### config.mk
export PLATFORM = sky130hd
export DESIGN_NAME = sbl_top
export DESIGN_NICKNAME = d
export VERILOG_FILES = /design/src/rtl/sbl_pkg.sv /design/src/rtl/sbl_top.sv
export VERILOG_INCLUDE_DIRS = /design/src /design/src/rtl
export SDC_FILE = /design/constraint.sdc
export NUM_CORES = 1
export LEC_CHECK = 0
export BUFFER_PORTS_ARGS = -buffer_cell sky130_fd_sc_hd__buf_2
export CELL_PAD_IN_SITES_DETAIL_PLACEMENT = 1
export CELL_PAD_IN_SITES_GLOBAL_PLACEMENT = 1
export CORE_ASPECT_RATIO = 0.9
export CORE_MARGIN = 3
export CORE_UTILIZATION = 49
export DETAILED_ROUTE_END_ITERATION = 6
export PLACE_DENSITY = 0.9
export SLEW_MARGIN = 10
export SYNTH_ARGS = -nofsm -noshare
export SYNTH_HDL_FRONTEND = slang
export SYNTH_SLANG_ARGS = --single-unit
export TNS_END_PERCENT = 5
### constraint.sdc
create_clock -name i_clk -period 5.25 [get_ports i_clk]
set_input_delay 1.575 -clock i_clk [delete_from_list [all_inputs] [get_ports i_clk]]
set_output_delay 1.575 -clock i_clk [all_outputs]
set_load 0.01 [all_outputs]
### src/rtl/sbl_defines.svh
// constants for the serial configuration port: addresses, bit positions, counts
// assumes inclusion by bare name from the package, whose macros the top module then uses
`ifndef SBL_DEFINES_SVH
`define SBL_DEFINES_SVH
`define SBL_ADDR_WR 8'hD2
`define SBL_ADDR_RD 8'hD3
`define SBL_CMD_BYTE_BIT 7
`define SBL_IDX_W 7
`define SBL_CTRL_IDX 7'h00
`define SBL_BIT_WEN 0
`define SBL_BIT_FS_LO 1
`define SBL_BIT_FS_HI 5
`define SBL_BIT_SPREAD 6
`define SBL_BIT_WDIS 7
`define SBL_FS_W 5
`define SBL_LAST_BIT 4'h7
`define SBL_ACK_SLOT 4'h8
`define SBL_STRAP_SETTLE 2'h3
`define SBL_UNMAPPED_DATA 8'h00
`endif

### src/rtl/sbl_pkg.sv
// types shared by the serial configuration port
// assumes sbl_defines.svh is on the include path
package sbl_pkg;
  `include "sbl_defines.svh"
  typedef struct packed {
    logic spread;
    logic [`SBL_FS_W-1:0] fs;
  } sbl_strap_t;
  typedef struct packed {
    logic spread_en;
    logic [`SBL_FS_W-1:0] fs;
    logic write_locked;
    logic write_enabled;
  } sbl_cfg_t;
  typedef enum logic [5:0] {
    ST_IDLE = 6'h01,
    ST_ADDR = 6'h02,
    ST_CMD = 6'h04,
    ST_WDATA = 6'h08,
    ST_RDATA = 6'h10,
    ST_IGNORE = 6'h20
  } sbl_state_t;
endpackage

### src/rtl/sbl_top.sv
// serial slave port of the clock synthesizer with its control byte at index 0
// assumes scl, sda and straps come from pins; i_clk is much faster than scl
// Behaviour
// - command msb set means single byte access, low seven bits index it
// - byte write is address, command, one data byte, each acked, then stop
// - byte read uses repeated start, read address, one byte, host nack
// - answer write address D2 and read address D3
// - bit 7 set after bit 0 set locks all registers until reset
// - once locked, writes are still acked but change nothing
// - writing 1 to bit 0 unlocks configuration writes
// - writing 0 to bit 0 relocks all except bit 0 itself
// - while locked, block writes complete on the bus with no effect
// - an unlock bit change takes effect from the next command on
// - spreading is on when software bit 6 or spread strap is 1
// - reading bit 6 returns the spread strap, not the written value
// - bits 4 to 1 are frequency selects loaded from straps at power-up
// - bit 5 is an extra frequency select, loaded from its strap
// - command zero is a block access starting from index zero
// - all registers load defaults at reset, no programming required
`timescale 1ns/1ps
module sbl_top #(
  parameter int NUM_BYTES = 1
) (
  input wire logic i_clk,
  input wire logic i_rst,
  input wire logic i_scl,
  input wire logic i_sda,
  output logic o_sda_o,
  output logic o_sda_oe,
  input wire sbl_pkg::sbl_strap_t i_strap,
  output sbl_pkg::sbl_cfg_t o_cfg
);
  import sbl_pkg::*;

  generate
    if (NUM_BYTES < 1 || NUM_BYTES > 127) begin : g_bad
      $error("NUM_BYTES must be 1 to 127");
    end
  endgenerate

  // ----------------------------------------------------------------
  // input synchronisers
  // ----------------------------------------------------------------
  logic [1:0] scl_meta_r;
  logic [1:0] sda_meta_r;
  sbl_strap_t strap_meta_r;
  sbl_strap_t strap_s_r;
  logic scl_s;
  logic sda_s;
  logic scl_d_r;
  logic sda_d_r;

  always_ff @(posedge i_clk) begin
    if (i_rst) begin
      scl_meta_r <= 2'h3;
      sda_meta_r <= 2'h3;
      scl_d_r <= 1'b1;
      sda_d_r <= 1'b1;
    end else begin
      scl_meta_r <= {scl_meta_r[0], i_scl};
      sda_meta_r <= {sda_meta_r[0], i_sda};
      scl_d_r <= scl_meta_r[1];
      sda_d_r <= sda_meta_r[1];
    end
  end

  always_ff @(posedge i_clk) begin
    if (i_rst) begin
      strap_meta_r <= '0;
      strap_s_r <= '0;
    end else begin
      strap_meta_r <= i_strap;
      strap_s_r <= strap_meta_r;
    end
  end

  assign scl_s = scl_meta_r[1];
  assign sda_s = sda_meta_r[1];

  // ----------------------------------------------------------------
  // bus events
  // ----------------------------------------------------------------
  logic scl_rise;
  logic scl_fall;
  logic start_ev;
  logic stop_ev;

  assign scl_rise = scl_s & ~scl_d_r;
  assign scl_fall = ~scl_s & scl_d_r;
  assign start_ev = scl_s & scl_d_r & sda_d_r & ~sda_s;
  assign stop_ev = scl_s & scl_d_r & ~sda_d_r & sda_s;

  // ----------------------------------------------------------------
  // transaction state
  // ----------------------------------------------------------------
  sbl_state_t st_r;
  logic [3:0] cnt_r;
  logic [7:0] rx_r;
  logic [7:0] tx_r;
  logic [`SBL_IDX_W-1:0] idx_r;
  logic block_r;
  logic cnt_pend_r;
  logic ack_go_r;
  logic eff_en_r;
  logic [7:0] byte_in;
  logic byte_done;
  logic wr_now;
  logic [7:0] rd_byte;
  logic [7:0] tx_next;
  logic load_cnt;

  // control byte state
  logic wen_r;
  logic wdis_r;
  logic sw_spread_r;
  logic [`SBL_FS_W-1:0] fs_r;
  logic [1:0] settle_r;

  assign byte_in = {rx_r[6:0], sda_s};
  assign byte_done = scl_rise && cnt_r == `SBL_LAST_BIT;
  // the byte count of a block write is swallowed before the data bytes
  assign wr_now = byte_done && st_r == ST_WDATA && !cnt_pend_r;

  always_comb begin
    if (idx_r == `SBL_CTRL_IDX) begin
      rd_byte = {wdis_r, strap_s_r.spread, fs_r, wen_r};
    end else begin
      rd_byte = `SBL_UNMAPPED_DATA;
    end
  end

  // a block read answers with its byte count before the data
  assign load_cnt = block_r && cnt_pend_r;
  assign tx_next = load_cnt ? 8'(NUM_BYTES) : rd_byte;

  always_ff @(posedge i_clk) begin
    if (i_rst) begin
      st_r <= ST_IDLE;
      cnt_r <= 4'h0;
      rx_r <= 8'h00;
      tx_r <= 8'h00;
      idx_r <= '0;
      block_r <= 1'b0;
      cnt_pend_r <= 1'b0;
      ack_go_r <= 1'b0;
      eff_en_r <= 1'b0;
    end else if (start_ev) begin
      // repeated start keeps the index and block mode of the command
      st_r <= ST_ADDR;
      cnt_r <= 4'h0;
      ack_go_r <= 1'b0;
    end else if (stop_ev) begin
      st_r <= ST_IDLE;
      cnt_r <= 4'h0;
      ack_go_r <= 1'b0;
    end else if (scl_rise && st_r != ST_IDLE) begin
      if (cnt_r == `SBL_ACK_SLOT) begin
        cnt_r <= 4'h0;
        // the slot after the read address carries our own ack, not the host's
        if (st_r == ST_RDATA && !ack_go_r) begin
          if (sda_s) begin
            st_r <= ST_IGNORE;
          end else begin
            tx_r <= tx_next;
            if (load_cnt) begin
              cnt_pend_r <= 1'b0;
            end else begin
              idx_r <= idx_r + 1'b1;
            end
          end
        end
      end else begin
        rx_r <= byte_in;
        cnt_r <= cnt_r + 4'h1;
        if (byte_done) begin
          ack_go_r <= 1'b0;
          case (st_r)
            ST_ADDR: begin
              if (byte_in == `SBL_ADDR_WR) begin
                st_r <= ST_CMD;
                ack_go_r <= 1'b1;
              end else if (byte_in == `SBL_ADDR_RD) begin
                st_r <= ST_RDATA;
                ack_go_r <= 1'b1;
                tx_r <= tx_next;
                if (load_cnt) begin
                  cnt_pend_r <= 1'b0;
                end else begin
                  idx_r <= idx_r + 1'b1;
                end
              end else begin
                st_r <= ST_IGNORE;
              end
            end
            ST_CMD: begin
              st_r <= ST_WDATA;
              ack_go_r <= 1'b1;
              // unlock state is sampled once per command
              eff_en_r <= wen_r & ~wdis_r;
              if (byte_in[`SBL_CMD_BYTE_BIT]) begin
                idx_r <= byte_in[`SBL_IDX_W-1:0];
                block_r <= 1'b0;
                cnt_pend_r <= 1'b0;
              end else begin
                idx_r <= '0;
                block_r <= 1'b1;
                cnt_pend_r <= 1'b1;
              end
            end
            ST_WDATA: begin
              ack_go_r <= 1'b1;
              if (cnt_pend_r) begin
                cnt_pend_r <= 1'b0;
              end else begin
                idx_r <= idx_r + 1'b1;
              end
            end
            default: begin
              ack_go_r <= 1'b0;
            end
          endcase
        end
      end
    end
  end

  // ----------------------------------------------------------------
  // sda drive, changed only while scl is low
  // ----------------------------------------------------------------
  logic [2:0] tx_sel;
  assign tx_sel = 3'h7 - cnt_r[2:0];

  always_ff @(posedge i_clk) begin
    if (i_rst) begin
      o_sda_oe <= 1'b0;
    end else if (start_ev || stop_ev) begin
      o_sda_oe <= 1'b0;
    end else if (scl_fall) begin
      if (cnt_r == `SBL_ACK_SLOT) begin
        o_sda_oe <= ack_go_r;
      end else if (st_r == ST_RDATA) begin
        o_sda_oe <= ~tx_r[tx_sel];
      end else begin
        o_sda_oe <= 1'b0;
      end
    end
  end

  // open drain: only ever pulls low
  assign o_sda_o = 1'b0;

  // ----------------------------------------------------------------
  // control byte
  // ----------------------------------------------------------------
  always_ff @(posedge i_clk) begin
    if (i_rst) begin
      settle_r <= 2'h0;
    end else if (settle_r != `SBL_STRAP_SETTLE) begin
      settle_r <= settle_r + 2'h1;
    end
  end

  always_ff @(posedge i_clk) begin
    if (i_rst) begin
      wen_r <= 1'b0;
      wdis_r <= 1'b0;
      sw_spread_r <= 1'b0;
      fs_r <= '0;
    end else if (settle_r != `SBL_STRAP_SETTLE) begin
      // straps are taken once they have passed the synchroniser
      fs_r <= strap_s_r.fs;
    end else if (wr_now && idx_r == `SBL_CTRL_IDX && !wdis_r) begin
      wen_r <= byte_in[`SBL_BIT_WEN];
      if (eff_en_r) begin
        fs_r <= byte_in[`SBL_BIT_FS_HI:`SBL_BIT_FS_LO];
        sw_spread_r <= byte_in[`SBL_BIT_SPREAD];
        if (byte_in[`SBL_BIT_WDIS]) begin
          wdis_r <= 1'b1;
        end
      end
    end
  end

  // ----------------------------------------------------------------
  // outputs
  // ----------------------------------------------------------------
  // spread request is registered so every field of o_cfg leaves a flop;
  // it trails the strap pin by one more cycle than the read-back copy
  logic spread_r;

  always_ff @(posedge i_clk) begin
    if (i_rst) begin
      spread_r <= 1'b0;
    end else begin
      spread_r <= sw_spread_r | strap_s_r.spread;
    end
  end

  assign o_cfg.spread_en = spread_r;
  assign o_cfg.fs = fs_r;
  assign o_cfg.write_locked = wdis_r;
  assign o_cfg.write_enabled = wen_r;
endmodule

Word-level counts from Yosys, hierarchy flattened
Index checks and enable logic that the tools add are counted.
{"block": "word_totals", "register_bits": 66, "latchBits": 0, "mem_bits_rw": 0, "mem_bits_ro": 0, "word_cells": 155, "n_memories": 0}
{"block": "classes", "n_addsub": 4, "multipliers": 0, "div": 0, "n_lt_le_gt_ge": 1, "eq_ne": 19, "shifts": 0, "muxes": 49, "bitwise_logic": 19, "n_reduce_logical": 38}
{"op": "$mux W8", "n": 9}
{"op": "$mux W7", "n": 9}
{"op": "$mux W6", "n": 6}
{"op": "$pmux W7 S3", "n": 1}
{"op": "$reduce_and A9 Y1", "n": 2}
{"op": "$eq A8 B8 Y1 const B", "n": 2}
{"op": "$mux W5", "n": 3}
{"op": "$mux W1", "n": 13}
{"op": "$pmux W6 S2", "n": 1}
{"op": "$not A1 Y1", "n": 10}
{"op": "$reduce_and A10 Y1", "n": 1}
{"op": "$reduce_and A5 Y1", "n": 2}
{"op": "$reduce_bool A2 Y1", "n": 5}
{"op": "$and A1 B1 Y1", "n": 8}
{"op": "$logic_and A1 B1 Y1", "n": 8}
{"op": "$ne A2 B2 Y1 const B", "n": 4}
{"op": "$ne A4 B4 Y1 const B", "n": 2}
{"op": "$reduce_and A4 Y1", "n": 2}
{"op": "$reduce_bool A4 Y1", "n": 2}
{"op": "$add A7 B1 Y7 const B", "n": 1}
{"op": "$logic_not A7 Y1", "n": 1}
{"op": "$eq A6 B2 Y1 const B", "n": 1}
{"op": "$eq A6 B3 Y1 const B", "n": 1}
{"op": "$eq A6 B4 Y1 const B", "n": 1}
{"op": "26 further kinds", "n": 35}

Longest topological paths before layout
Gate-level depths: netlist (run 1).
{"block": "depth", "depth_word": 9, "mapped_depth": 10}

Least setup slack after synthesis (run 1)
Ideal clock, no wire load.
{"block": "synth_path", "kind": "flip-flop to flip-flop", "startpoint": "reg st_r[1]", "endpoint": "reg st_r[4]", "arrival_time_ns": 2.451, "required_time_ns": 5.180, "slack_ns": 2.729, "stages_incl_launch_ff": 8, "n_path_buf": 1, "period_less_slack_ns": 2.521, "path_cell_list": "dfxtp_1 or4_1 or4_1 a21o_1 buf_6 a31o_4 or4_1 a21oi_1"}
{"block": "synth_via", "elab_chain_len": 4, "elab_cells_between_ends": 12, "cone_classes": "5 x eq/ne; 3 x mux; 4 x reduce/logical"}
{"element": "start: declaration", "line_no": "sbl_top.sv:96", "rtl": "sbl_state_t st_r;"}
{"element": "start signal: assignment", "line_no": "sbl_top.sv:138", "rtl": "st_r <= ST_IDLE;"}
{"element": "start signal: assignment", "line_no": "sbl_top.sv:149", "rtl": "st_r <= ST_ADDR;"}
{"element": "start signal: assignment", "line_no": "sbl_top.sv:153", "rtl": "st_r <= ST_IDLE;"}
{"element": "$eq A6 B3 Y1, or another cell as far along", "line_no": "sbl_top.sv:177", "rtl": "case (st_r)"}
{"element": "$pmux W6 S2 or $logic_and A1 B1 Y1 (tied branches)", "line_no": "sbl_top.sv:177, sbl_top.sv:160"}
{"element": "$mux W6 or $ne A2 B2 Y1 (tied branches)"}
{"element": "$mux W6 or $reduce_and A5 Y1 (tied branches)"}
Several ways; a longest one is shown, not always the timed one. The select of a mux whose other input is x is not followed.
A chain may end at the register's enable or synchronous reset.

Worst setup path after layout (run 1)
{"block": "layout_path", "startpoint": "reg cnt_r[0]", "endpoint": "reg tx_r[2]"}
{"block": "layout_via", "elab_chain_len": 4, "elab_cells_between_ends": 11, "cone_classes": "5 x eq/ne; 1 x mux; 5 x reduce/logical"}
{"element": "start: declaration", "line_no": "sbl_top.sv:97", "rtl": "logic [3:0] cnt_r;"}
{"element": "start signal: assignment", "line_no": "sbl_top.sv:174", "rtl": "cnt_r <= cnt_r + 4'h1;"}
{"element": "$eq A4 B3 Y1 (no source line)"}
{"element": "$logic_and A1 B1 Y1 (no source line)"}
{"element": "$reduce_bool A2 Y1 (no source line)"}
{"element": "$reduce_and A9 Y1 (no source line)"}
{"element": "end signal: assignment", "line_no": "sbl_top.sv:164", "rtl": "tx_r <= tx_next;"}
{"element": "end signal: assignment", "line_no": "sbl_top.sv:185", "rtl": "tx_r <= tx_next;"}
{"element": "end: declaration", "line_no": "sbl_top.sv:99", "rtl": "logic [7:0] tx_r;"}
Several ways; a longest one is shown, not always the timed one.

==> metrics.txt, run 1 <==
status finished, final reports clean; hold_buf cts 0; total CTS buffers 9; Worst Hold Class reg -> reg; Non-Filler Instances between 400 and 500; most frequent cells in the layout dfxtp_1, nor2_1, nand2_1, a21oi_1; worst-skew pair later-pin latency about 350 ps; Syn. warnings 0; global-route wire length before repair between 10000 and 15000 um; placed instance count roughly 420; overall power ~0.0011 W; Final Critical Period 2820 ps; number of synthesized flops with an enable pin 0; post-synth top area cell dfxtp_1; root buffer cell clkbuf_8; mux contribution to synthesized area between 6 and 7%; Critical R2R Capture tx_r[2]; routed length per placed instance between 15 and 20 um; R2R depth 8; clk slew on worst S/H paths approximately 70 ps; max-cap check violation count 0; fillcell total 709; Required @ worst endpoint ~5500 ps; antenna violations before repair 0; Sink Count 66; Synth Area in Simple Gates 24.6%; Synth top area share 43.4%; Via density just over 6; 1st-pass router iterations 4; Adder-Cell Fraction of Synth Area a little over 2%; CTS resizes 0; setup violators final 0; sequential-to-total area share from yosys stat roughly 43%; Critical Path Start Type flop; largest family of logic cells by synthesized area simple AND/OR/NAND/NOR gates; hold endpoint scl_meta_r[1]; Core Region around 5900 um^2; RSZ-0062 raised after global routing no; setup TNS 0 ps; starting density of the core 52.0%; Ant. Diodes 0; hold path start scl_meta_r[0]; Die X roughly 89 um; max_slew headroom a little over a third; area grow syn2layout 11.2%; CTS tree done; Port Buf Inserts 18; clock skew between 5 and 6 ps; vias in the first global route around 2600; Post-Synthesis Cells between 300 and 400; global route total overflow 0; clk buf depth 2; Hold Path Depth 1; DP HPWL 5890 um; worst-path cell chain inv_1 > ha_1 > nand3b_1 > or4_1 > a21o_1 > nor2_1 > nand3_1 > a21oi_1; most common cell after layout, fill and taps aside dfxtp_1; fraction of layout cells with a size suffix above 1 around an eighth; Primary FF master, synth dfxtp_1; Rows 26; H-Tree Depth 3; largest net degree at the start of global routing between 40 and 50; Syn Nets between 300 and 400; placer's final routability congestion estimate 0.877; CP max stage cell or4_1; synth top area cells dfxtp_1, mux2i_1, nor2_1; worst slew pin tran between 900 and 1000 ps; peak fanout along the critical path 11; Critical Path AT roughly 3100 ps; Ports 20; Post-synth ARST share 0%; # Post-CTS Setup Buffers 0; number of routed nets with antenna violations 0; Cell Area, Synth ~3000 um^2; register area 1320 um^2; beginning of the worst register-to-register path cnt_r[0]; gr usage total 25.1%; Slew Viols, Final 0; Starting DRT DRC Count between 150 and 200; XOR/XNOR Fraction of Synth Area less than 1%; worst vdd ir around 0.00021 V; WS Path Type reg -> reg; complex-gate fraction of the synthesized area a little under a fifth; final net count between 300 and 400; Cell variety after synth 50; multi-input logic area around 1600 um^2; Max Freq 354 MHz; Tcrit/Tclk final 53.8%; Final Hold Viols 0; Seq cells post-synth 66; register-to-register setup slack ~2400 ps; crit-path max cell delay about 520 ps; DR vias ~2700; leakage approximately 1.3 nW; Die Y about 81 um; Post-Route WL 8340 um; syn_area_per_cell around 8.7 um^2; CP endpoint kind flop; drt drc 0; die area 7200 um^2; pwr/cell area 329 nW/um^2
## cell usage after synthesis (2+ instances only)
| master | instances |
|---|---|
| a21o_1 | 2 |
| o21ai_0 | 11 |
| a211o_1 | 2 |
| nand3b_1 | 2 |
| or4_1 | 5 |
| or2_2 | 7 |
| o21a_1 | 3 |
| ha_1 | 5 |
| and3b_1 | 2 |
| nand3_1 | 17 |
| mux2i_1 | 16 |
| nor2_1 | 42 |
| o211ai_1 | 4 |
| nand2_1 | 25 |
| nor4_1 | 7 |
| nor2b_1 | 18 |
| nor3_1 | 6 |
| a31oi_1 | 6 |
| dfxtp_1 | 66 |
| a21oi_1 | 25 |
| and3_1 | 5 |
| mux4_2 | 2 |
| o31ai_1 | 4 |
| nand2b_1 | 4 |
| inv_1 | 9 |
| a311oi_1 | 7 |
| buf_4 | 4 |
| a211oi_1 | 6 |
| and2_1 | 4 |
| clkbuf_1 | 13 |
## critical path, delay by kind of cell (launching register included)
family                   cells  cell delay, ps
AO/OA/AOI/OAI                2             500
adder cells (fa/ha/maj)      1             180
buffers and inverters        1             130
flip-flops                   1             380
AND/OR/NAND/NOR              4            1550
## kinds of logic (layout without fill, tap and decap cells)
| logic type | Yosys count | count (layout) |
|---|---|---|
| other cells | 1 | 1 |
| compound gates | 81 | 81 |
| fa+ha+maj | 5 | 5 |
| buf+inv | 28 | 43 |
| simple gates | 148 | 148 |
| xor+xnor | 2 | 2 |
| flops | 66 | 66 |
| mux | 18 | 18 |
## through the flow
stage	utilization, %	hold slack [ps]	setup WS [ps]	cell area [um^2]
2_1_floorplan	-	389	2730	3040
3_3_place_gp	53.5	396	2460	3140
3_5_place_dp	53.5	395	2420	3140
4_1_cts	57.8	411	2440	3390
5_1_grt	57.8	426	2160	3390
6_report	57.8	409	2430	3390
## how the worst max path moves through the flow
stage	endpoint	from	slack, ps
2_1_floorplan	st_r[4]	st_r[1]	2730
3_3_place_gp	st_r[2]	i_rst	2460
3_5_place_dp	st_r[2]	i_rst	2420
4_1_cts	st_r[4]	cnt_r[0]	2440
5_1_grt	tx_r[2]	cnt_r[0]	2160
6_report	tx_r[2]	cnt_r[0]	2430
## registers in the layout, indices dropped and copies added, names as in the netlist
name	count
ack_go_r	1
block_r	1
cnt_pend_r	1
cnt_r	4
eff_en_r	1
fs_r	5
idx_r	7
o_sda_oe	1
rx_r	7
scl_d_r	1
scl_meta_r	2
sda_d_r	1
sda_meta_r	2
settle_r	2
spread_r	1
st_r	6
strap_meta_r	6
strap_s_r	6
sw_spread_r	1
tx_r	8
wdis_r	1
wen_r	1
## report_power, final
group	internal, W	total, W	switching [W]
clock	0.000340	0.000534	0.000195
combinational	0.0000215	0.0000539	0.0000324
sequential	0.000515	0.000526	0.0000110
## layer usage
metal	share of wire, %	track usage, %	vias to the layer above
met5	0	0	-
met4	2.0	10.4	0
met3	4.0	5.17	15
met2	49	41.7	55
met1	45	31.7	1303
li1	-	-	1280
## area by class of cell
cell class,instances,area share (%)
clock buffer,11,4.47
clock inverter,4,2.92
inverter,9,0.998
multi-input combinational,255,47.1
sequential,66,39.0
tap,70,2.59
timing repair buffer,19,2.88
Power figures use the tool's default switching activity.
==> run 2, diff against run 1 <==
--- a/config.mk
+++ b/config.mk
@@ -11,9 +11,9 @@
 export CELL_PAD_IN_SITES_GLOBAL_PLACEMENT = 1
 export CORE_ASPECT_RATIO = 0.9
 export CORE_MARGIN = 3
-export CORE_UTILIZATION = 49
+export CORE_UTILIZATION = 46
 export DETAILED_ROUTE_END_ITERATION = 6
-export PLACE_DENSITY = 0.9
+export PLACE_DENSITY = 0.86
 export SLEW_MARGIN = 10
 export SYNTH_ARGS = -nofsm -noshare
 export SYNTH_HDL_FRONTEND = slang
==> constraint.sdc (replaced) <==
create_clock -name i_clk -period 2.7 [get_ports i_clk]
set_input_delay 0.81 -clock i_clk [delete_from_list [all_inputs] [get_ports i_clk]]
set_output_delay 0.81 -clock i_clk [all_outputs]
set_load 0.01 [all_outputs]
==> run 2 against run 1 <==
Net effect: via count increased by 0.30%; non-clock buffer count increased by 13; sequential share of layout area decreased by 0.68 points.
==> metrics.txt, run 2 (synthesized netlist as in run 1, its figures left out) <==
Sw Share 26.9% (+5.5 points); post-route setup slack 22.2 ps (-2400 ps); gr usage total 22.2% (-2.9 points); clk buf depth 2 (unchanged); Die Y 83.2 um (+3.0%); combinational power share 5.7% (+0.9 points); vias in the first global route 2746 (+4.6%); antenna violations before repair 0 (unchanged); Port Buf Inserts 18 (unchanged); Critical Path Start Type flop; internal power 0.00138 W (+58%); Ports 20 (unchanged); worst-path cell chain or4_1 > or4_1 > a21o_4 > a31o_4 > or4_1 > a21oi_2; 1st-pass router iterations 4 (unchanged); pwr/cell area 548 nW/um^2 (+67%); Die X 91.8 um (+3.0%); Ant. Diodes 0 (unchanged); setup violators final 0 (unchanged); Worst Hold Class reg -> reg; Top reg by flops tx_r; Final Hold Viols 0 (unchanged); most common cell after layout, fill and taps aside dfxtp_1; root buffer cell clkbuf_8; Post-Route WL 7960 um (-4.5%); Util after Layout 55.2% (-2.6 points); clock skew 9.83 ps (+4.49 ps); DR vias 2661 (+0.30%); Required @ worst endpoint 2980 ps (-2550 ps); Place WS 6.81 ps (-2420 ps); Slew Viols, Final 0 (unchanged); routed length per placed instance 17.1 um (-11%); drt drc 0 (unchanged); design area 3450 um^2 (+2.0%); fraction of layout cells with a size suffix above 1 17.5% (+4.5 points); Rows 27 (+3.8%); biggest regs tx_r x8, idx_r x7, rx_r x7; max FFs per register 8 (unchanged); WP buf/inv 0 (-1); area grow syn2layout 13.4%; placed cell areas 3250 um^2 (+3.8%); global-route wire length before repair 13400 um (-0.71%); starting density of the core 48.7% (-3.3 points); peak fanout along the critical path 9 (-2); Top cell by count, worst path or4_1; CTS tree done; Core Region 6250 um^2 (+6.7%); Seq pwr share 54.0% (+6.8 points); crit-path max cell delay 550 ps (+30 ps); leakage 1.29 nW (+2.0%); Critical Path AT 2960 ps (-140 ps); P_sw 0.000509 W (+110%); # Post-CTS Setup Buffers 0 (unchanged); WS Path Type reg -> reg; most frequent cells in the layout dfxtp_1, nor2_1, nand2_1; CP max stage cell or4_1; worst slew pin tran 536 ps (-406 ps); global route total overflow 0 (unchanged); CP endpoint kind flop; Clock power frac 40.2% (-7.7 points); hold_buf cts 0 (unchanged); max-cap check violation count 0 (unchanged); die area 7630 um^2 (+6.1%); final hold slack 412 ps (+2.68 ps); worst vdd ir 0.000432 V (+100%); Sink Count 66 (unchanged); number of routed nets with antenna violations 0 (unchanged); largest net degree at the start of global routing 43 (unchanged); placer's final routability congestion estimate 0.894 (+1.9%); H-Tree Depth 3 (unchanged); Tcrit/Tclk final 99.2% (+45 points); Final Critical Period 2680 ps (-145 ps); final net count 388 (+3.5%); clk slew on worst S/H paths 80 ps (about the same); Starting DRT DRC Count 180 (+13%); total CTS buffers 9 (unchanged); CP top delay family simple AND/OR/NAND/NOR gates; max_slew headroom 64.0% (+27 points); Max Freq 373 MHz (+5.4%); status finished, final reports clean; Via density 5.72 (-6.4%); DP HPWL 5720 um (-2.9%); worst-skew pair later-pin latency 350 ps (about the same)
run 2: power groups by stage:
| stage | Combinational (W) | Sequential, W | Clock, W |
|---|---|---|---|
| after floorplan | 0.0000697 | 0.00104 | 0 |
| after global placement | 0.0000984 | 0.00104 | 0 |
| after detailed placement | 0.000110 | 0.00104 | 0 |
| after CTS | 0.000111 | 0.00102 | 0.000776 |
| after global routing | 0.000123 | 0.00103 | 0.000823 |
| final | 0.000109 | 0.00102 | 0.000762 |
run 2: area by class of cell:
cell class	instances	area, um^2
flip-flops and latches	66	1320
clock inverters	7	53.8
inverters	9	33.8
repair buffers	32	195
well taps	87	109
clock buffers	9	124
fillers	739	2800
multi-input cells	255	1610
run 2: path summary, 6_finish.rpt:
kind / startpoint / to / slack [ps] / cells after the start
worst min-delay path: scl_meta_r[0] / scl_meta_r[1] / 410 / 1
worst min register to register: scl_meta_r[0] / scl_meta_r[1] / 410 / 1
worst max-delay path: st_r[1] / st_r[4] / 20 / 6
worst max register to register: st_r[1] / st_r[4] / 20 / 6
run 2: stage by stage:
step                      power [W]  cells  setup TNS, ps
after floorplan             0.00111    349              0
after global placement      0.00114    449              0
after detailed placement    0.00115    449              0
after CTS                   0.00191    465              0
after global routing        0.00197    465          -47.1
final                       0.00189    465              0
run 2: repair_timing:
action                                  4_1_cts  5_1_grt
pin swaps                                     0        1
resized for setup                             1        5
endpoints found under the setup margin        1        7
run 2: per-layer routing:
| metal | track usage, % | wire (um) | vias to the layer above |
|---|---|---|---|
| li1 | - | - | 1299 |
| met1 | 28.2 | 3660 | 1297 |
| met2 | 37.0 | 3850 | 56 |
| met3 | 6.88 | 368 | 9 |
| met4 | 4.99 | 89 | 0 |
| met5 | 0 | 0 | - |
==> run 3, diff against run 2 <==
--- a/config.mk
+++ b/config.mk
@@ -6,14 +6,16 @@
 export SDC_FILE = /design/constraint.sdc
 export NUM_CORES = 1
 export LEC_CHECK = 0
+export ABC_AREA = 1
 export BUFFER_PORTS_ARGS = -buffer_cell sky130_fd_sc_hd__buf_2
 export CELL_PAD_IN_SITES_DETAIL_PLACEMENT = 1
 export CELL_PAD_IN_SITES_GLOBAL_PLACEMENT = 1
 export CORE_ASPECT_RATIO = 0.9
 export CORE_MARGIN = 3
-export CORE_UTILIZATION = 46
+export CORE_UTILIZATION = 30
+export CTS_CLUSTER_SIZE = 10
 export DETAILED_ROUTE_END_ITERATION = 6
-export PLACE_DENSITY = 0.86
+export PLACE_DENSITY = 0.65
 export SLEW_MARGIN = 10
 export SYNTH_ARGS = -nofsm -noshare
 export SYNTH_HDL_FRONTEND = slang
==> run 3 against run 2 <==
Net effect: critical endpoint is now idx_r[1]; first-iteration DRC count fell by 28%; critical path depth rose by 4; largest cell class unchanged; clock-buffer cell count rose by 1; highest routed layer unchanged; critical path type unchanged; hold slack got worse by 14 ps; utilization fell by 19 points.
==> metrics.txt, run 3 <==
Worst Hold Class reg -> reg; Critical Path AT 2360 ps (-600 ps); Max Freq 467 MHz (+25%); combinational power share 5.5% (-0.2 points); area grow syn2layout 15.6%; # Post-CTS Setup Buffers 0 (unchanged); post-synth top area cell dfxtp_1; DP HPWL 7040 um (+23%); root buffer cell clkbuf_16; setup violators final 0 (unchanged); Cell Area, Synth 3280 um^2 (+7.8%); Port Buf Inserts 18 (unchanged); worst slew pin tran 678 ps (+142 ps); synth top area cells dfxtp_1, nand2_1, nor2_1; top post-synthesis cells by count nand2_1, nor2_1, dfxtp_1; most frequent cell after synthesis nand2_1; max FFs per register 8 (unchanged); WS Path Type reg -> reg; fillcell total 1364 (+85%); Post-Synthesis Cells 493 (+41%); leakage 1.67 nW (+30%); overall power 0.00235 W (+24%); Final Hold Viols 0 (unchanged); Top reg by flops tx_r; global route total overflow 0 (unchanged); DR vias 3115 (+17%); Tcrit/Tclk final 79.2% (-20 points); most frequent cells in the layout nand2_1, nor2_1, dfxtp_1; Ports 20 (unchanged); H-Tree Depth 3 (unchanged); Syn. warnings 0 (unchanged); Final Critical Period 2140 ps (-538 ps); setup TNS 0 ps (unchanged); global-route wire length before repair 16000 um (+19%); sequential-to-total area share from yosys stat 40.3% (-3.1 points); die area 12200 um^2 (+60%); Primary FF master, synth dfxtp_1; most common cell after layout, fill and taps aside nand2_1; Sw Share 23.8% (-3.1 points); Die Y 105 um (+26%); fraction of layout cells with a size suffix above 1 13.0% (-4.5 points); Non-Filler Instances 646 (+39%); Critical Path Start Type flop; Slew Viols, Final 0 (unchanged); routed length per placed instance 14.3 um (-17%); Post-Route WL 9220 um (+16%); post-route setup slack 560 ps (+538 ps); starting density of the core 31.3% (-17 points); Place WS 591 ps (+584 ps); Cell variety after synth 28 (-44%); syn_area_per_cell 6.65 um^2 (-24%); vias in the first global route 3217 (+17%); RSZ-0062 raised after global routing no; total CTS buffers 9 (unchanged); P_sw 0.000559 W (+10%); register-to-register setup slack 560 ps (+540 ps); Core Region 10500 um^2 (+67%); placed instance count 630 (+40%); Starting DRT DRC Count 129 (-28%); peak fanout along the critical path 17 (+8); worst vdd ir 0.000382 V (-12%); Synth top area share 40.3% (-3.1 points); worst-skew pair later-pin latency 340 ps (about the same); internal power 0.00179 W (+29%); biggest regs tx_r x8, idx_r x7, rx_r x7; Sink Count 66 (unchanged); Rows 35 (+30%); gr usage total 16.7% (-5.5 points); 1st-pass router iterations 4 (unchanged); max_slew headroom 54.8% (-9.2 points); Ant. Diodes 0 (unchanged); hold_buf cts 0 (unchanged); max-cap check violation count 0 (unchanged); Die X 116 um (+27%); Via density 4.82 (-16%); pwr/cell area 619 nW/um^2 (+13%); drt drc 0 (unchanged); Clock power frac 51.1% (+11 points); number of synthesized flops with an enable pin 0 (unchanged); antenna violations before repair 0 (unchanged); clock skew 5.55 ps (-4.28 ps); Syn Nets 508 (+40%); status finished, final reports clean; Required @ worst endpoint 2920 ps (-60 ps); number of routed nets with antenna violations 0 (unchanged); CTS tree done; largest net degree at the start of global routing 24 (-44%); Post-synth ARST share 0% (unchanged); final net count 527 (+36%); Seq pwr share 43.5% (-11 points); CTS resizes 0 (-1); placer's final routability congestion estimate 0.817 (-8.6%); clk buf depth 2 (unchanged); Seq cells post-synth 66 (unchanged); clk slew on worst S/H paths 60 ps (-20 ps); CP endpoint kind flop
run 3: cell types whose count changed after synthesis, moves of 6 or more:
cell      previous run  this run
a311oi_1             7         0
a31oi_1              6         0
inv_1                9        58
mux2i_1             16         0
nand2_1             25       107
nand3_1             17        24
nor2_1              42        94
nor2b_1             18         0
nor4_1               7         0
o21ai_0             11        43
run 3: logic make-up after synthesis:
logic type | count (synthesis) | share of synthesized area (%)
AND/OR/NAND/NOR | 260 | 34.5
AO/OA/AOI/OAI | 79 | 12.6
buffers and inverters | 79 | 9.80
flip-flops | 66 | 40.3
adder cells (fa/ha/maj) | 5 | 1.91
XOR/XNOR | 3 | 0.801
other | 1 | 0.114
run 3: power by group through the flow:
stage | Clock, W | Sequential, W | Combinational (W)
3_5_place_dp | 0 | 0.00104 | 0.000130
5_1_grt | 0.00128 | 0.00103 | 0.000151
2_1_floorplan | 0 | 0.00104 | 0.0000893
4_1_cts | 0.00123 | 0.00102 | 0.000132
3_3_place_gp | 0 | 0.00104 | 0.000126
6_report | 0.00120 | 0.00102 | 0.000129
run 3: area by class of cell:
cell class / count / area (um^2) / area share (%)
clock inverters: 6 / 65.1 / 1.72
multi-input cells: 348 / 1640 / 43.2
flip-flops and latches: 66 / 1320 / 34.8
inverters: 64 / 240 / 6.33
well taps: 129 / 161 / 4.26
clock buffers: 10 / 239 / 6.30
repair buffers: 23 / 128 / 3.37
run 3: metrics by stage:
stage	cell area (um^2)	utilization (%)	hold WS (ps)
5_1_grt	3790	36.2	418
4_1_cts	3790	36.2	402
3_3_place_gp	3490	33.3	391
2_1_floorplan	3280	-	388
3_5_place_dp	3490	33.3	395
6_report	3790	36.2	398
run 3: final timing paths:
kind              cells after the start      endpoint            start
setup reg to reg                     10      idx_r[1]         cnt_r[0]
hold / removal                        2  strap_s_r[0]  strap_meta_r[0]
setup / recovery                     10      idx_r[1]         cnt_r[0]
hold reg to reg                       2  strap_s_r[0]  strap_meta_r[0]
run 3: critical path, cell delays in order, from the launching register on:
cell	delay [ps]
dfxtp_1	410
clkinv_1	240
ha_1	280
nand3_2	240
inv_1	200
nor2_4	200
nand2_1	80
nand3_2	90
nor2_4	60
o21ai_0	170
nor2_1	60
run 3: routing by layer:
layer	global-route usage, %	up-vias	wire [um]
met4	5.47	0	149
met3	3.53	12	276
met2	26.1	43	4220
met5	0	-	0
met1	22.8	1476	4580
li1	-	1584	-
